File: src/common/attn_cfg.svh
// Register offsets, field positions, reset values and limits of the attention block
// ****************************************************************
// Function
// - Master summary bit sets when its source has any enabled flag; bits 2..0 reserved
// - Interrupt line goes low while any summary bit meets its master enable
// - Writes to master summary are ignored; it reads zero after reset
// - Master enable bits 7..3 gate the five summary bits; reset to zero
// - Machine-state flags reach their summary bit only through their enable bits
// - Receive halt sets on host write, reset, bad fifo tag, illegal receive state
// - Header length below four words, loaded while splitting is on, sets receive halt and illegal host op
// - Transmit halt sets on host write, reset, illegal state, memory bus error
// - Status/space halt sets on host write, reset, pointer or page fetch error
// - Write-blocked sets on compare mismatch, clears on clean conditional write, reset
// - Write-blocked enable always reads zero, so never reaches the interrupt
// - Control bus parity error sets its flag and suppresses the write
// - MAC input parity flag sets only when checking on and frame qualifies
// - Fatal flag sets on unrecoverable bus or state machine error
// - Service flags reach the service summary only through service enables
// ****************************************************************
`ifndef ATTN_CFG_SVH
`define ATTN_CFG_SVH

`define ATTN_ADDR_MASTER_SUMMARY 8'h04
`define ATTN_ADDR_MASTER_ENABLE 8'h05
`define ATTN_ADDR_STATE_FLAGS 8'h06
`define ATTN_ADDR_STATE_ENABLES 8'h07
`define ATTN_ADDR_SERVICE_ENABLES 8'h09

`define ATTN_BIT_RECEIVE 3
`define ATTN_BIT_TRANSMIT 4
`define ATTN_BIT_SERVICE 5
`define ATTN_BIT_NO_SPACE 6
`define ATTN_BIT_MACHINE 7
`define ATTN_MASTER_USED_MASK 8'hf8

`define ATTN_FLAG_RX_HALT 0
`define ATTN_FLAG_TX_HALT 1
`define ATTN_FLAG_SS_HALT 2
`define ATTN_FLAG_ILLEGAL_OP 3
`define ATTN_FLAG_WR_BLOCKED 4
`define ATTN_FLAG_CB_PARITY 5
`define ATTN_FLAG_MAC_PARITY 6
`define ATTN_FLAG_FATAL 7

`define ATTN_STATE_FLAGS_RESET 8'h07
`define ATTN_STATE_HOST_MASK 8'hef
`define ATTN_STATE_ENABLE_MASK 8'hef
`define ATTN_SERVICE_MASK 8'h0f
`define ATTN_MIN_HEADER_WORDS 8'h04

`endif

File: src/common/attn_pkg.sv
// Shared types of the attention block
package attn_pkg;
    typedef logic [7:0] byte_t;

    typedef enum logic [2:0] {
        SEL_NONE,
        SEL_MASTER_SUMMARY,
        SEL_MASTER_ENABLE,
        SEL_STATE_FLAGS,
        SEL_STATE_ENABLES,
        SEL_SERVICE_ENABLES
    } reg_sel_e;

    typedef struct packed {
        logic rx_bad_tag;
        logic rx_state_illegal;
        logic bad_header_len;
        logic tx_state_illegal;
        logic tx_bus_error;
        logic ss_bus_error;
        logic mac_parity;
        logic fatal;
        logic cb_parity;
    } hw_events_s;
endpackage

File: src/common/attn_link_if.sv
// Signals passed between the attention top and its two units
interface attn_link_if;
    attn_pkg::byte_t wr_data;
    attn_pkg::byte_t cmp_data;
    logic state_wr;
    attn_pkg::hw_events_s events;
    attn_pkg::byte_t state_flags;
    attn_pkg::byte_t state_enables;
    logic [3:0] service_flags;
    logic [3:0] service_enables;
    logic receive_any;
    logic transmit_any;
    logic no_space_any;
    attn_pkg::byte_t master_enables;
    attn_pkg::byte_t summary;
    logic int_n;

    modport top (
        output wr_data, cmp_data, state_wr, events, state_enables, service_flags,
        output service_enables, receive_any, transmit_any, no_space_any, master_enables,
        input state_flags, summary, int_n
    );
    modport state_unit (
        input wr_data, cmp_data, state_wr, events,
        output state_flags
    );
    modport summary_unit (
        input state_flags, state_enables, service_flags, service_enables,
        input receive_any, transmit_any, no_space_any, master_enables,
        output summary, int_n
    );
endinterface

File: src/design/state_flag_unit.sv
// Machine-state flag register with conditional host write and hardware set events
`include "attn_cfg.svh"

module state_flag_unit (
    input wire logic sys_clk_in,
    input wire logic rstn_in,
    attn_link_if.state_unit link
);
    attn_pkg::byte_t flags_reg;
    attn_pkg::byte_t flags_next;
    attn_pkg::byte_t write_mask;
    attn_pkg::byte_t hw_set;
    logic mismatch;

    // ****************************************************************
    // Next value
    // ****************************************************************
    always_comb
    begin
        hw_set = 8'h00;
        hw_set[`ATTN_FLAG_RX_HALT] = link.events.rx_bad_tag | link.events.rx_state_illegal
            | link.events.bad_header_len;
        hw_set[`ATTN_FLAG_ILLEGAL_OP] = link.events.bad_header_len;
        hw_set[`ATTN_FLAG_TX_HALT] = link.events.tx_state_illegal
            | link.events.tx_bus_error;
        hw_set[`ATTN_FLAG_SS_HALT] = link.events.ss_bus_error;
        hw_set[`ATTN_FLAG_CB_PARITY] = link.events.cb_parity;
        hw_set[`ATTN_FLAG_MAC_PARITY] = link.events.mac_parity;
        // Any bus or state error is unrecoverable, so it also raises the fatal flag
        hw_set[`ATTN_FLAG_FATAL] = link.events.fatal | link.events.tx_bus_error
            | link.events.ss_bus_error | link.events.rx_state_illegal
            | link.events.tx_state_illegal;
        // Only bits whose compare value matches the current value take the write
        write_mask = ~(link.cmp_data ^ flags_reg) & `ATTN_STATE_HOST_MASK;
        mismatch = |((link.cmp_data ^ flags_reg) & `ATTN_STATE_HOST_MASK);
        flags_next = flags_reg;
        if (link.state_wr)
        begin
            flags_next = (flags_reg & ~write_mask) | (link.wr_data & write_mask);
            flags_next[`ATTN_FLAG_WR_BLOCKED] = mismatch;
        end
        // Hardware sets win over a host clear in the same cycle
        flags_next = flags_next | hw_set;
    end

    always_ff @(posedge sys_clk_in or negedge rstn_in)
    begin
        if (!rstn_in)
            flags_reg <= `ATTN_STATE_FLAGS_RESET;
        else
            flags_reg <= flags_next;
    end

    assign link.state_flags = flags_reg;
endmodule

File: src/design/master_summary_unit.sv
// Master summary register and the active-low host interrupt
`include "attn_cfg.svh"

module master_summary_unit (
    input wire logic sys_clk_in,
    input wire logic rstn_in,
    attn_link_if.summary_unit link
);
    attn_pkg::byte_t summary_reg;
    attn_pkg::byte_t summary_next;
    logic int_n_reg;
    logic int_n_next;

    always_comb
    begin
        summary_next = 8'h00;
        summary_next[`ATTN_BIT_RECEIVE] = link.receive_any;
        summary_next[`ATTN_BIT_TRANSMIT] = link.transmit_any;
        summary_next[`ATTN_BIT_SERVICE] = |(link.service_flags & link.service_enables);
        summary_next[`ATTN_BIT_NO_SPACE] = link.no_space_any;
        // Write-blocked is masked since its enable is forced to zero
        summary_next[`ATTN_BIT_MACHINE] = |(link.state_flags & link.state_enables
            & `ATTN_STATE_ENABLE_MASK);
        // Interrupt uses the same next value so it never lags the summary
        int_n_next = ~|(summary_next & link.master_enables
            & `ATTN_MASTER_USED_MASK);
    end

    always_ff @(posedge sys_clk_in or negedge rstn_in)
    begin
        if (!rstn_in)
        begin
            summary_reg <= 8'h00;
            int_n_reg <= 1'b1;
        end
        else
        begin
            summary_reg <= summary_next;
            int_n_reg <= int_n_next;
        end
    end

    assign link.summary = summary_reg;
    assign link.int_n = int_n_reg;
endmodule

File: src/design/attention_interrupt_aggregator.sv
// Attention aggregator top: control bus registers, event capture and interrupt
`include "attn_cfg.svh"

module attention_interrupt_aggregator #(
    parameter bit PARITY_ODD = 1'b1
) (
    input wire logic sys_clk_in,
    input wire logic rstn_in,
    input wire logic [7:0] cb_addr_in,
    input wire logic [7:0] cb_data_in,
    input wire logic cb_parity_in,
    input wire logic cb_write_in,
    input wire logic cb_read_in,
    input wire logic [7:0] cb_compare_in,
    input wire logic parity_check_en_in,
    input wire logic rx_bad_tag_in,
    input wire logic rx_state_illegal_in,
    input wire logic header_split_en_in,
    input wire logic header_len_load_in,
    input wire logic [7:0] header_len_in,
    input wire logic tx_state_illegal_in,
    input wire logic tx_bus_error_in,
    input wire logic ss_bus_error_in,
    input wire logic mac_parity_error_in,
    input wire logic mac_frame_qualified_in,
    input wire logic fatal_error_in,
    input wire logic [3:0] service_flags_in,
    input wire logic receive_any_in,
    input wire logic transmit_any_in,
    input wire logic no_space_any_in,
    output logic [7:0] cb_rdata_out,
    output logic host_int_n_out,
    output logic receive_halt_out,
    output logic transmit_halt_out,
    output logic status_space_halt_out,
    output logic service_only_out
);
    attn_link_if link ();

    attn_pkg::byte_t master_enable_reg;
    attn_pkg::byte_t master_enable_next;
    attn_pkg::byte_t state_enable_reg;
    attn_pkg::byte_t state_enable_next;
    logic [3:0] service_enable_reg;
    logic [3:0] service_enable_next;
    attn_pkg::byte_t rdata_reg;
    attn_pkg::byte_t rdata_next;
    attn_pkg::reg_sel_e sel;
    logic parity_bad;
    logic wr_ok;
    attn_pkg::hw_events_s events;

    // ****************************************************************
    // Address decode
    // ****************************************************************
    function automatic attn_pkg::reg_sel_e decode(input logic [7:0] addr);
        attn_pkg::reg_sel_e result;
        result = attn_pkg::SEL_NONE;
        if (addr == `ATTN_ADDR_MASTER_SUMMARY)
            result = attn_pkg::SEL_MASTER_SUMMARY;
        else if (addr == `ATTN_ADDR_MASTER_ENABLE)
            result = attn_pkg::SEL_MASTER_ENABLE;
        else if (addr == `ATTN_ADDR_STATE_FLAGS)
            result = attn_pkg::SEL_STATE_FLAGS;
        else if (addr == `ATTN_ADDR_STATE_ENABLES)
            result = attn_pkg::SEL_STATE_ENABLES;
        else if (addr == `ATTN_ADDR_SERVICE_ENABLES)
            result = attn_pkg::SEL_SERVICE_ENABLES;
        return result;
    endfunction

    // ****************************************************************
    // Write path and events
    // ****************************************************************
    always_comb
    begin
        sel = decode(cb_addr_in);
        // Parity is checked only on host writes, the only time the host drives data
        parity_bad = parity_check_en_in && cb_write_in
            && ((^{cb_data_in, cb_parity_in}) != PARITY_ODD);
        wr_ok = cb_write_in && !parity_bad;
        events = '0;
        events.rx_bad_tag = rx_bad_tag_in;
        events.rx_state_illegal = rx_state_illegal_in;
        events.bad_header_len = header_split_en_in && header_len_load_in
            && (header_len_in < `ATTN_MIN_HEADER_WORDS);
        events.tx_state_illegal = tx_state_illegal_in;
        events.tx_bus_error = tx_bus_error_in;
        events.ss_bus_error = ss_bus_error_in;
        events.mac_parity = parity_check_en_in && mac_parity_error_in
            && mac_frame_qualified_in;
        events.fatal = fatal_error_in;
        events.cb_parity = parity_bad;
    end

    // ****************************************************************
    // Enable registers
    // ****************************************************************
    always_comb
    begin
        master_enable_next = master_enable_reg;
        state_enable_next = state_enable_reg;
        service_enable_next = service_enable_reg;
        // Writes to the master summary fall through here and change nothing
        if (wr_ok)
        begin
            unique case (sel)
                attn_pkg::SEL_MASTER_ENABLE:
                    master_enable_next = cb_data_in & `ATTN_MASTER_USED_MASK;
                attn_pkg::SEL_STATE_ENABLES:
                    state_enable_next = cb_data_in & `ATTN_STATE_ENABLE_MASK;
                attn_pkg::SEL_SERVICE_ENABLES:
                    service_enable_next = cb_data_in[3:0];
                attn_pkg::SEL_MASTER_SUMMARY,
                attn_pkg::SEL_STATE_FLAGS,
                attn_pkg::SEL_NONE:
                    master_enable_next = master_enable_reg;
            endcase
        end
    end

    always_ff @(posedge sys_clk_in or negedge rstn_in)
    begin
        if (!rstn_in)
        begin
            master_enable_reg <= 8'h00;
            state_enable_reg <= 8'h00;
            service_enable_reg <= 4'h0;
        end
        else
        begin
            master_enable_reg <= master_enable_next;
            state_enable_reg <= state_enable_next;
            service_enable_reg <= service_enable_next;
        end
    end

    // ****************************************************************
    // Read path
    // ****************************************************************
    always_comb
    begin
        rdata_next = rdata_reg;
        if (cb_read_in)
        begin
            unique case (sel)
                attn_pkg::SEL_MASTER_SUMMARY:
                    rdata_next = link.summary;
                attn_pkg::SEL_MASTER_ENABLE:
                    rdata_next = master_enable_reg;
                attn_pkg::SEL_STATE_FLAGS:
                    rdata_next = link.state_flags;
                attn_pkg::SEL_STATE_ENABLES:
                    rdata_next = state_enable_reg;
                attn_pkg::SEL_SERVICE_ENABLES:
                    rdata_next = {4'h0, service_enable_reg};
                attn_pkg::SEL_NONE:
                    rdata_next = 8'h00;
            endcase
        end
    end

    always_ff @(posedge sys_clk_in or negedge rstn_in)
    begin
        if (!rstn_in)
            rdata_reg <= 8'h00;
        else
            rdata_reg <= rdata_next;
    end

    // ****************************************************************
    // Unit links
    // ****************************************************************
    assign link.wr_data = cb_data_in;
    assign link.cmp_data = cb_compare_in;
    assign link.state_wr = wr_ok && (sel == attn_pkg::SEL_STATE_FLAGS);
    assign link.events = events;
    assign link.state_enables = state_enable_reg;
    assign link.service_flags = service_flags_in & 4'(`ATTN_SERVICE_MASK);
    assign link.service_enables = service_enable_reg;
    assign link.receive_any = receive_any_in;
    assign link.transmit_any = transmit_any_in;
    assign link.no_space_any = no_space_any_in;
    assign link.master_enables = master_enable_reg;

    state_flag_unit flags_unit (
        .sys_clk_in(sys_clk_in),
        .rstn_in(rstn_in),
        .link(link)
    );

    master_summary_unit summary_unit (
        .sys_clk_in(sys_clk_in),
        .rstn_in(rstn_in),
        .link(link)
    );

    // ****************************************************************
    // Outputs
    // ****************************************************************
    // Halt and interrupt outputs are flops inside the units; the host clears a halt
    // with a conditional write of zero to its bit in the state flags, and reset sets all three
    assign cb_rdata_out = rdata_reg;
    assign host_int_n_out = link.int_n;
    assign receive_halt_out = link.state_flags[`ATTN_FLAG_RX_HALT];
    assign transmit_halt_out = link.state_flags[`ATTN_FLAG_TX_HALT];
    assign status_space_halt_out = link.state_flags[`ATTN_FLAG_SS_HALT];
    assign service_only_out = link.state_flags[`ATTN_FLAG_SS_HALT];
endmodule

File: config.mk
export PLATFORM = sky130hd
export DESIGN_NAME = attention_interrupt_aggregator
export DESIGN_NICKNAME = d
export VERILOG_FILES = /design/src/common/attn_pkg.sv /design/src/common/attn_link_if.sv /design/src/design/state_flag_unit.sv /design/src/design/master_summary_unit.sv /design/src/design/attention_interrupt_aggregator.sv
export VERILOG_INCLUDE_DIRS = /design/src /design/src/common
export SDC_FILE = /design/constraint.sdc
export NUM_CORES = 1
export LEC_CHECK = 0
export BUFFER_PORTS_ARGS = -buffer_cell sky130_fd_sc_hd__buf_2
export CORE_UTILIZATION = 36
export DETAILED_ROUTE_END_ITERATION = 7
export HOLD_SLACK_MARGIN = 0.06
export PLACE_DENSITY = 0.64
export REMOVE_ABC_BUFFERS = 1
export SLEW_MARGIN = 20
export SYNTH_ARGS = -nofsm -noshare
export SYNTH_HDL_FRONTEND = slang
export SYNTH_SLANG_ARGS = --single-unit
File: constraint.sdc
create_clock -name sys_clk_in -period 1.5 [get_ports sys_clk_in]
set_clock_uncertainty 0.05 [all_clocks]
set_input_delay 0.225 -clock sys_clk_in [delete_from_list [all_inputs] [get_ports sys_clk_in]]
set_output_delay 0.225 -clock sys_clk_in [all_outputs]
set_load 0.01 [all_outputs]
==> flow_metrics.tcl, run 1 <==
set metrics [dict create \
    clk_path_buf_depth 2 \
    finalHoldViolCount 0 \
    io_pins 68 \
    grt_overflow 0 \
    worst_pin_slew_ns 0.481 \
    dp_slack_ns -0.656 \
    cts_num_sinks 38 \
    clock_latency_ns 0.29 \
    startpoint_type "input port" \
    cts.clk_slew.worst_paths_ns 0.08 \
    fill_cells 510 \
    hold_path_startpoint "tx_state_illegal_in" \
    status "finished with violations" \
    syn-cell-area_um2 2100 \
    vias 1883 \
    finalSetupViolCount 27 \
    start_util_pct 37.6 \
    cp_common_cell "buf_6" \
    grt_pass1_wl_um 8780 \
    synth.top_cells.by_area "dfrtp_1 41%, mux2_2 9.7%, dfstp_2 5.0%" \
    path_delay_family "simple AND/OR/NAND/NOR gates" \
    crit_chain "buf_6, or4_4, or3_4, nor3b_2, buf_6, a21boi_1, a211o_1" \
    grt_start_max_net_pins 39 \
    slew_headroom_pct 67.9 \
    synthToLayoutAreaGrowth_pct 47.7 \
    cts_inserted_buffers 5 \
    fin_crit_sh_pct 119 \
    place_inst 348 \
    async_flop_share_pct 100 \
    drt_iter0_markers 107 \
    track_usage_pct 19.0 \
    grt_pass1_vias 1839 \
    r2r-start "flags_unit.link.state_flags[2]$_DFF_PN1_" \
    antenna_left 0 \
    final.min_clock_period_ns 1.79 \
    drcViolationCount 0 \
    worstSetupEndpointType "flop" \
    rsz0062_at_grt "yes" \
    clockRootBuffer "clkbuf_8" \
    critPathBufInv 2 \
    crit_start "cb_addr_in[5]" \
    synthCells 186 \
    drive_gt1_share_pct 52.4 \
    synth.avg_cell_area_um2 11.3 \
    fp.dieW_um 78.3 \
    cts_tree "built" \
    synth-edff-count 0 \
    yosysUniqueCellTypes 48 \
    p_leak_nw 1.52 \
    antenna_found_initial 0 \
    yosys.area.top_type "dfrtp_1" \
    final_util_pct 55.6 \
    crit_arrival_ns 1.91 \
    rows 27 \
    peakVddDrop_mv 0.372 \
    ys_seq_area_share_pct 45.6 \
    drtPass1Iterations 4 \
    fmax_mhz 558 \
    cap_violations 0 \
    crit_path_max_incr_delay_ns 0.55 \
    finalWorstSetupSlack_ns -0.291 \
    path_class "in -> reg" \
    synth.top_cells.by_count "34 x dfrtp_1, 18 x mux2_2, 13 x inv_1" \
    path_max_fanout 11 \
    route.final.wire_length_um 5550 \
    power.density_nw_per_um2 803 \
    synth.ff_latch_count 38 \
    core_um2 5570 \
    slew_violations 0 \
    n_antenna_cell 0 \
    required_ns 1.62 \
    yosysMostFrequentCell "dfrtp_1" \
    routabilityCongestion 0.787 \
    finalNonFillerCells 364 \
    violations "negative setup slack" \
    viasPerCell 5.17 \
    port_buffers 64 \
    synth_flop_cell "dfrtp_1" \
    synthDominantCellAreaShare_pct 40.6 \
    drt-wirelength-per-cell_um 15.2 \
    htreeDepth 2 \
    cp_slowest_cell "or4_4" \
    chipHeight_um 78.3 \
    holdCritPathClass "in -> reg" \
    yosys_warnings 0 \
    dieArea_um2 6130 \
    whs_ns 0.0895 \
    dpl.hpwl_um 4140 \
    finalNetCount 346 \
]
[cell type report]
cell class	instances	area, um2	area share [%]
repair buffers	106	696	22.5
clock buffers	5	68.8	2.22
multi-input cells	127	1200	38.7
flip-flops and latches	38	956	30.9
clock inverters	3	40.0	1.29
inverters	13	48.8	1.58
well taps	72	90.1	2.91
[per-layer routing]
metal / routed length, um / vias up / global-route usage [%]
li1: - / 903 / -
met1: 2540 / 901 / 24.9
met2: 2620 / 71 / 30.7
met3: 332 / 8 / 4.30
met4: 63 / 0 / 6.67
met5: 0 / - / 0
[layout by cell type (no fill, tap or decap), drive strengths merged, types with 4 or more instances in the layout]
cell	instances
nand2	9
inv	13
buf	102
dfrtp	34
mux2	18
a222oi	5
dlygate4sd3	4
nor2	8
nand3	7
dfstp	4
clkbuf	5
xor2	5
a22oi	4
nor4	4
nor2b	4
xnor2	5
o21ai	5
a21oi	12
[cell families after synthesis]
logic type,after synthesis,share of synthesized area [%]
and+or+nand+nor,52,16.1
buffers and inverters,21,4.53
DFF,38,45.6
xor gates and xnor gates,12,6.32
AOI/OAI and AO/OA,40,13.6
muxes,23,13.8
[stage by stage]
stage | cell area, um2 | TNS (ns) | power (mW)
4_1_cts | 2940 | -5.99 | 2.45
3_5_place_dp | 2730 | -16.65 | 1.58
3_3_place_gp | 2730 | -16.66 | 1.57
2_1_floorplan | 2050 | -10.57 | 1.33
6_report | 3100 | -5.48 | 2.49
5_1_grt | 3100 | -6.41 | 2.61
[final timing paths]
| path | slack [ns] | endpoint | depth (start not counted) |
|---|---|---|---|
| max in group asynchronous | 0.59 | flags_unit.link.state_flags[2]$_DFF_PN1_ | 3 |
| min in group asynchronous | 0.45 | cb_rdata_out[6]$_DFFE_PN0P_ | 3 |
| max reg2reg | -0.05 | flags_unit.link.state_flags[4]$_DFFE_PN0P_ | 4 |
| max | -0.29 | flags_unit.link.state_flags[6]$_DFF_PN0_ | 7 |
| min | 0.09 | flags_unit.link.state_flags[1]$_DFF_PN1_ | 3 |
| min reg2reg | 0.41 | summary_unit.link.int_n$_DFF_PN1_ | 1 |
[where the power goes]
group / total (mW) / switching (mW) / leakage, nW / internal [mW]
combinational: 0.501 / 0.222 / 0.971 / 0.279
sequential: 1.13 / 0.0481 / 0.489 / 1.08
clock: 0.855 / 0.366 / 0.0579 / 0.489
total: 2.49 / 0.636 / 1.52 / 1.85
[worst min-delay path: cells and delay by family]
family                 cells  cell delay (ns)
AO/OA/AOI/OAI              1             0.06
AND/OR/NAND/NOR            1             0.05
buffers and inverters      1             0.07
[repair_timing]
item,4_1_cts,5_1_grt
hold buffers,4,0
setup buffers,2,4
hold endpoints to repair,37,0
setup endpoints to repair,27,28
pin swaps,9,13
gates resized for setup,10,32
Power figures use the tool's default switching activity.
==> inputs of run 2 (changes only) <==
--- a/config.mk
+++ b/config.mk
@@ -7,12 +7,13 @@
 export NUM_CORES = 1
 export LEC_CHECK = 0
 export BUFFER_PORTS_ARGS = -buffer_cell sky130_fd_sc_hd__buf_2
-export CORE_UTILIZATION = 36
+export CORE_UTILIZATION = 50
 export DETAILED_ROUTE_END_ITERATION = 7
 export HOLD_SLACK_MARGIN = 0.06
-export PLACE_DENSITY = 0.64
+export PLACE_DENSITY = 0.83
 export REMOVE_ABC_BUFFERS = 1
 export SLEW_MARGIN = 20
 export SYNTH_ARGS = -nofsm -noshare
 export SYNTH_HDL_FRONTEND = slang
+export SYNTH_HIERARCHICAL = 1
 export SYNTH_SLANG_ARGS = --single-unit
==> run 2 against run 1 <==
Net effect: the run still ends with negative setup slack left; synthesized cell count grew 3.8%; clock power is 11% lower; via count rose by 1.1%; largest cell class unchanged; highest routed layer unchanged.
==> flow_metrics.tcl, run 2 <==
set metrics [dict create \
    multi_input_area_um2 1270 \
    synth.avg_cell_area_um2 11.1 \
    yosys_warnings 6 \
    reg2reg_depth 3 \
    final_common_cell "buf_2" \
    drcViolationCount 0 \
    clockRootBuffer "clkbuf_8" \
    path_class "in -> reg" \
    crit_chain "buf_8, xnor2_2, xnor3_1, mux2_4, nor4b_4, buf_6, nand2b_1, a2111oi_4, o21ai_1" \
    core_um2 4060 \
    critPathCapture "flags_unit/link.state_flags[0]$_DFF_PN1_" \
    path_depth 9 \
    synthToLayoutAreaGrowth_pct 43.2 \
    critPathBufInv 2 \
    crit_start "cb_data_in[3]" \
    cap_violations 0 \
    r2r_end "summary_unit/link.int_n$_DFF_PN1_" \
    antenna_left 0 \
    io_pins 68 \
    rows 23 \
    r2r-start "flags_unit/link.state_flags[0]$_DFF_PN1_" \
    power.density_nw_per_um2 769 \
    port_buffers 64 \
    dpl.hpwl_um 3960 \
    dieArea_um2 4530 \
    place_inst 324 \
    p_leak_nw 1.49 \
    violations "negative setup slack" \
    cts_num_sinks 38 \
    status "finished with violations" \
    peakVddDrop_mv 0.433 \
    hold_path_startpoint "ss_bus_error_in" \
    viasPerCell 5.58 \
    syn-cell-area_um2 2130 \
    antenna_found_initial 0 \
    fill_cells 280 \
    fmax_mhz 551 \
    drt-wirelength-per-cell_um 17.0 \
    r2r_slack_ns 0.05 \
    rsz0062_at_grt "yes" \
    finalHoldViolCount 0 \
    clock_latency_ns 0.30 \
    finalNetCount 345 \
    grt_pass1_vias 1862 \
    vias 1904 \
    htreeDepth 2 \
    startpoint_type "input port" \
    finalNonFillerCells 341 \
    slew_headroom_pct 57.5 \
    track_usage_pct 28.1 \
    clk_path_buf_depth 2 \
    drtPass1Iterations 5 \
    slew_violations 0 \
    final.min_clock_period_ns 1.81 \
    grt_overflow 0 \
    worst_pin_slew_ns 0.632 \
    whs_ns 0.106 \
    drt_iter0_markers 177 \
    path_max_fanout 8 \
    route.final.wire_length_um 5810 \
    holdCritPathClass "in -> reg" \
    finalWorstSetupSlack_ns -0.314 \
    cts.clk_slew.worst_paths_ns 0.08 \
    chipHeight_um 67.3 \
    finalSetupTns_ns -5.33 \
    fp.dieW_um 67.3 \
    cts_inserted_buffers 5 \
    final_cell_mix "62 x buf_2, 34 x dfrtp_1, 24 x buf_4, 17 x mux2_4" \
    drive_gt1_share_pct 51.9 \
    path_delay_family "XOR/XNOR gates" \
    worstSetupEndpointType "flop" \
    grt_start_max_net_pins 39 \
    crit_path_max_incr_delay_ns 0.42 \
    crit_arrival_ns 1.98 \
    cts_tree "built" \
    synthCells 193 \
    required_ns 1.67 \
    cp_slowest_cell "xnor3_1" \
    fin_crit_sh_pct 121 \
    start_util_pct 52.6 \
    regArea_um2 956 \
    finalSetupViolCount 24 \
    routabilityCongestion 0.842 \
    n_antenna_cell 0 \
    grt_pass1_wl_um 9000 \
]
[run 2: layer usage]
metal	vias up	routed length [um]	global-route usage (%)
li1	894	-	-
met5	-	0	0
met4	0	116	13.3
met3	19	342	7.60
met2	91	2980	47.4
met1	900	2380	33.0
[run 2: where the power goes]
part	internal, mW	leakage, nW	total [mW]	switching (mW)
Sequential	1.08	0.499	1.13	0.0512
Combinational	0.257	0.948	0.459	0.202
Clock	0.370	0.0472	0.764	0.394
Total	1.70	1.49	2.35	0.647
[run 2: worst min path at each step]
stage | end | slack (ns) | depth (start not counted)
4_1_cts | flags_unit/link.state_flags[0]$_DFF_PN1_ | 0.09 | 3
3_5_place_dp | cb_rdata_out[0]$_DFFE_PN0P_ | 0.25 | 2
6_report | flags_unit/link.state_flags[2]$_DFF_PN1_ | 0.11 | 2
2_1_floorplan | cb_rdata_out[0]$_DFFE_PN0P_ | -0.12 | 0
5_1_grt | flags_unit/link.state_flags[2]$_DFF_PN1_ | 0.11 | 2
3_3_place_gp | cb_rdata_out[0]$_DFFE_PN0P_ | 0.25 | 2
[run 2: what timing repair did]
action,in CTS,in global routing
buffers inserted,7,1
hold buffers,5,0
hold endpoints to repair,38,0
gates cloned,0,0
pin swaps,20,5
endpoints found under the setup margin,27,29
gates resized for setup,37,17
[run 2: metrics by stage]
step	worst slack, ns	utilization (%)	power (mW)	area [um2]
5_1_grt	-0.406	75.3	2.44	3050
6_report	-0.314	75.3	2.35	3050
4_1_cts	-0.281	73.2	2.33	2970
3_3_place_gp	-0.669	65.6	1.51	2660
3_5_place_dp	-0.727	65.6	1.53	2660
2_1_floorplan	-1.72	-	1.31	2080
[run 2: layout make-up]
class | instances | share of cell area, %
Multi-Input combinational cell | 138 | 41.7
Sequential cell | 38 | 31.3
Timing Repair Buffer | 99 | 20.9
Clock buffer | 6 | 2.70
Tap cell | 50 | 2.05
Inverter | 8 | 0.983
Clock inverter | 2 | 0.410
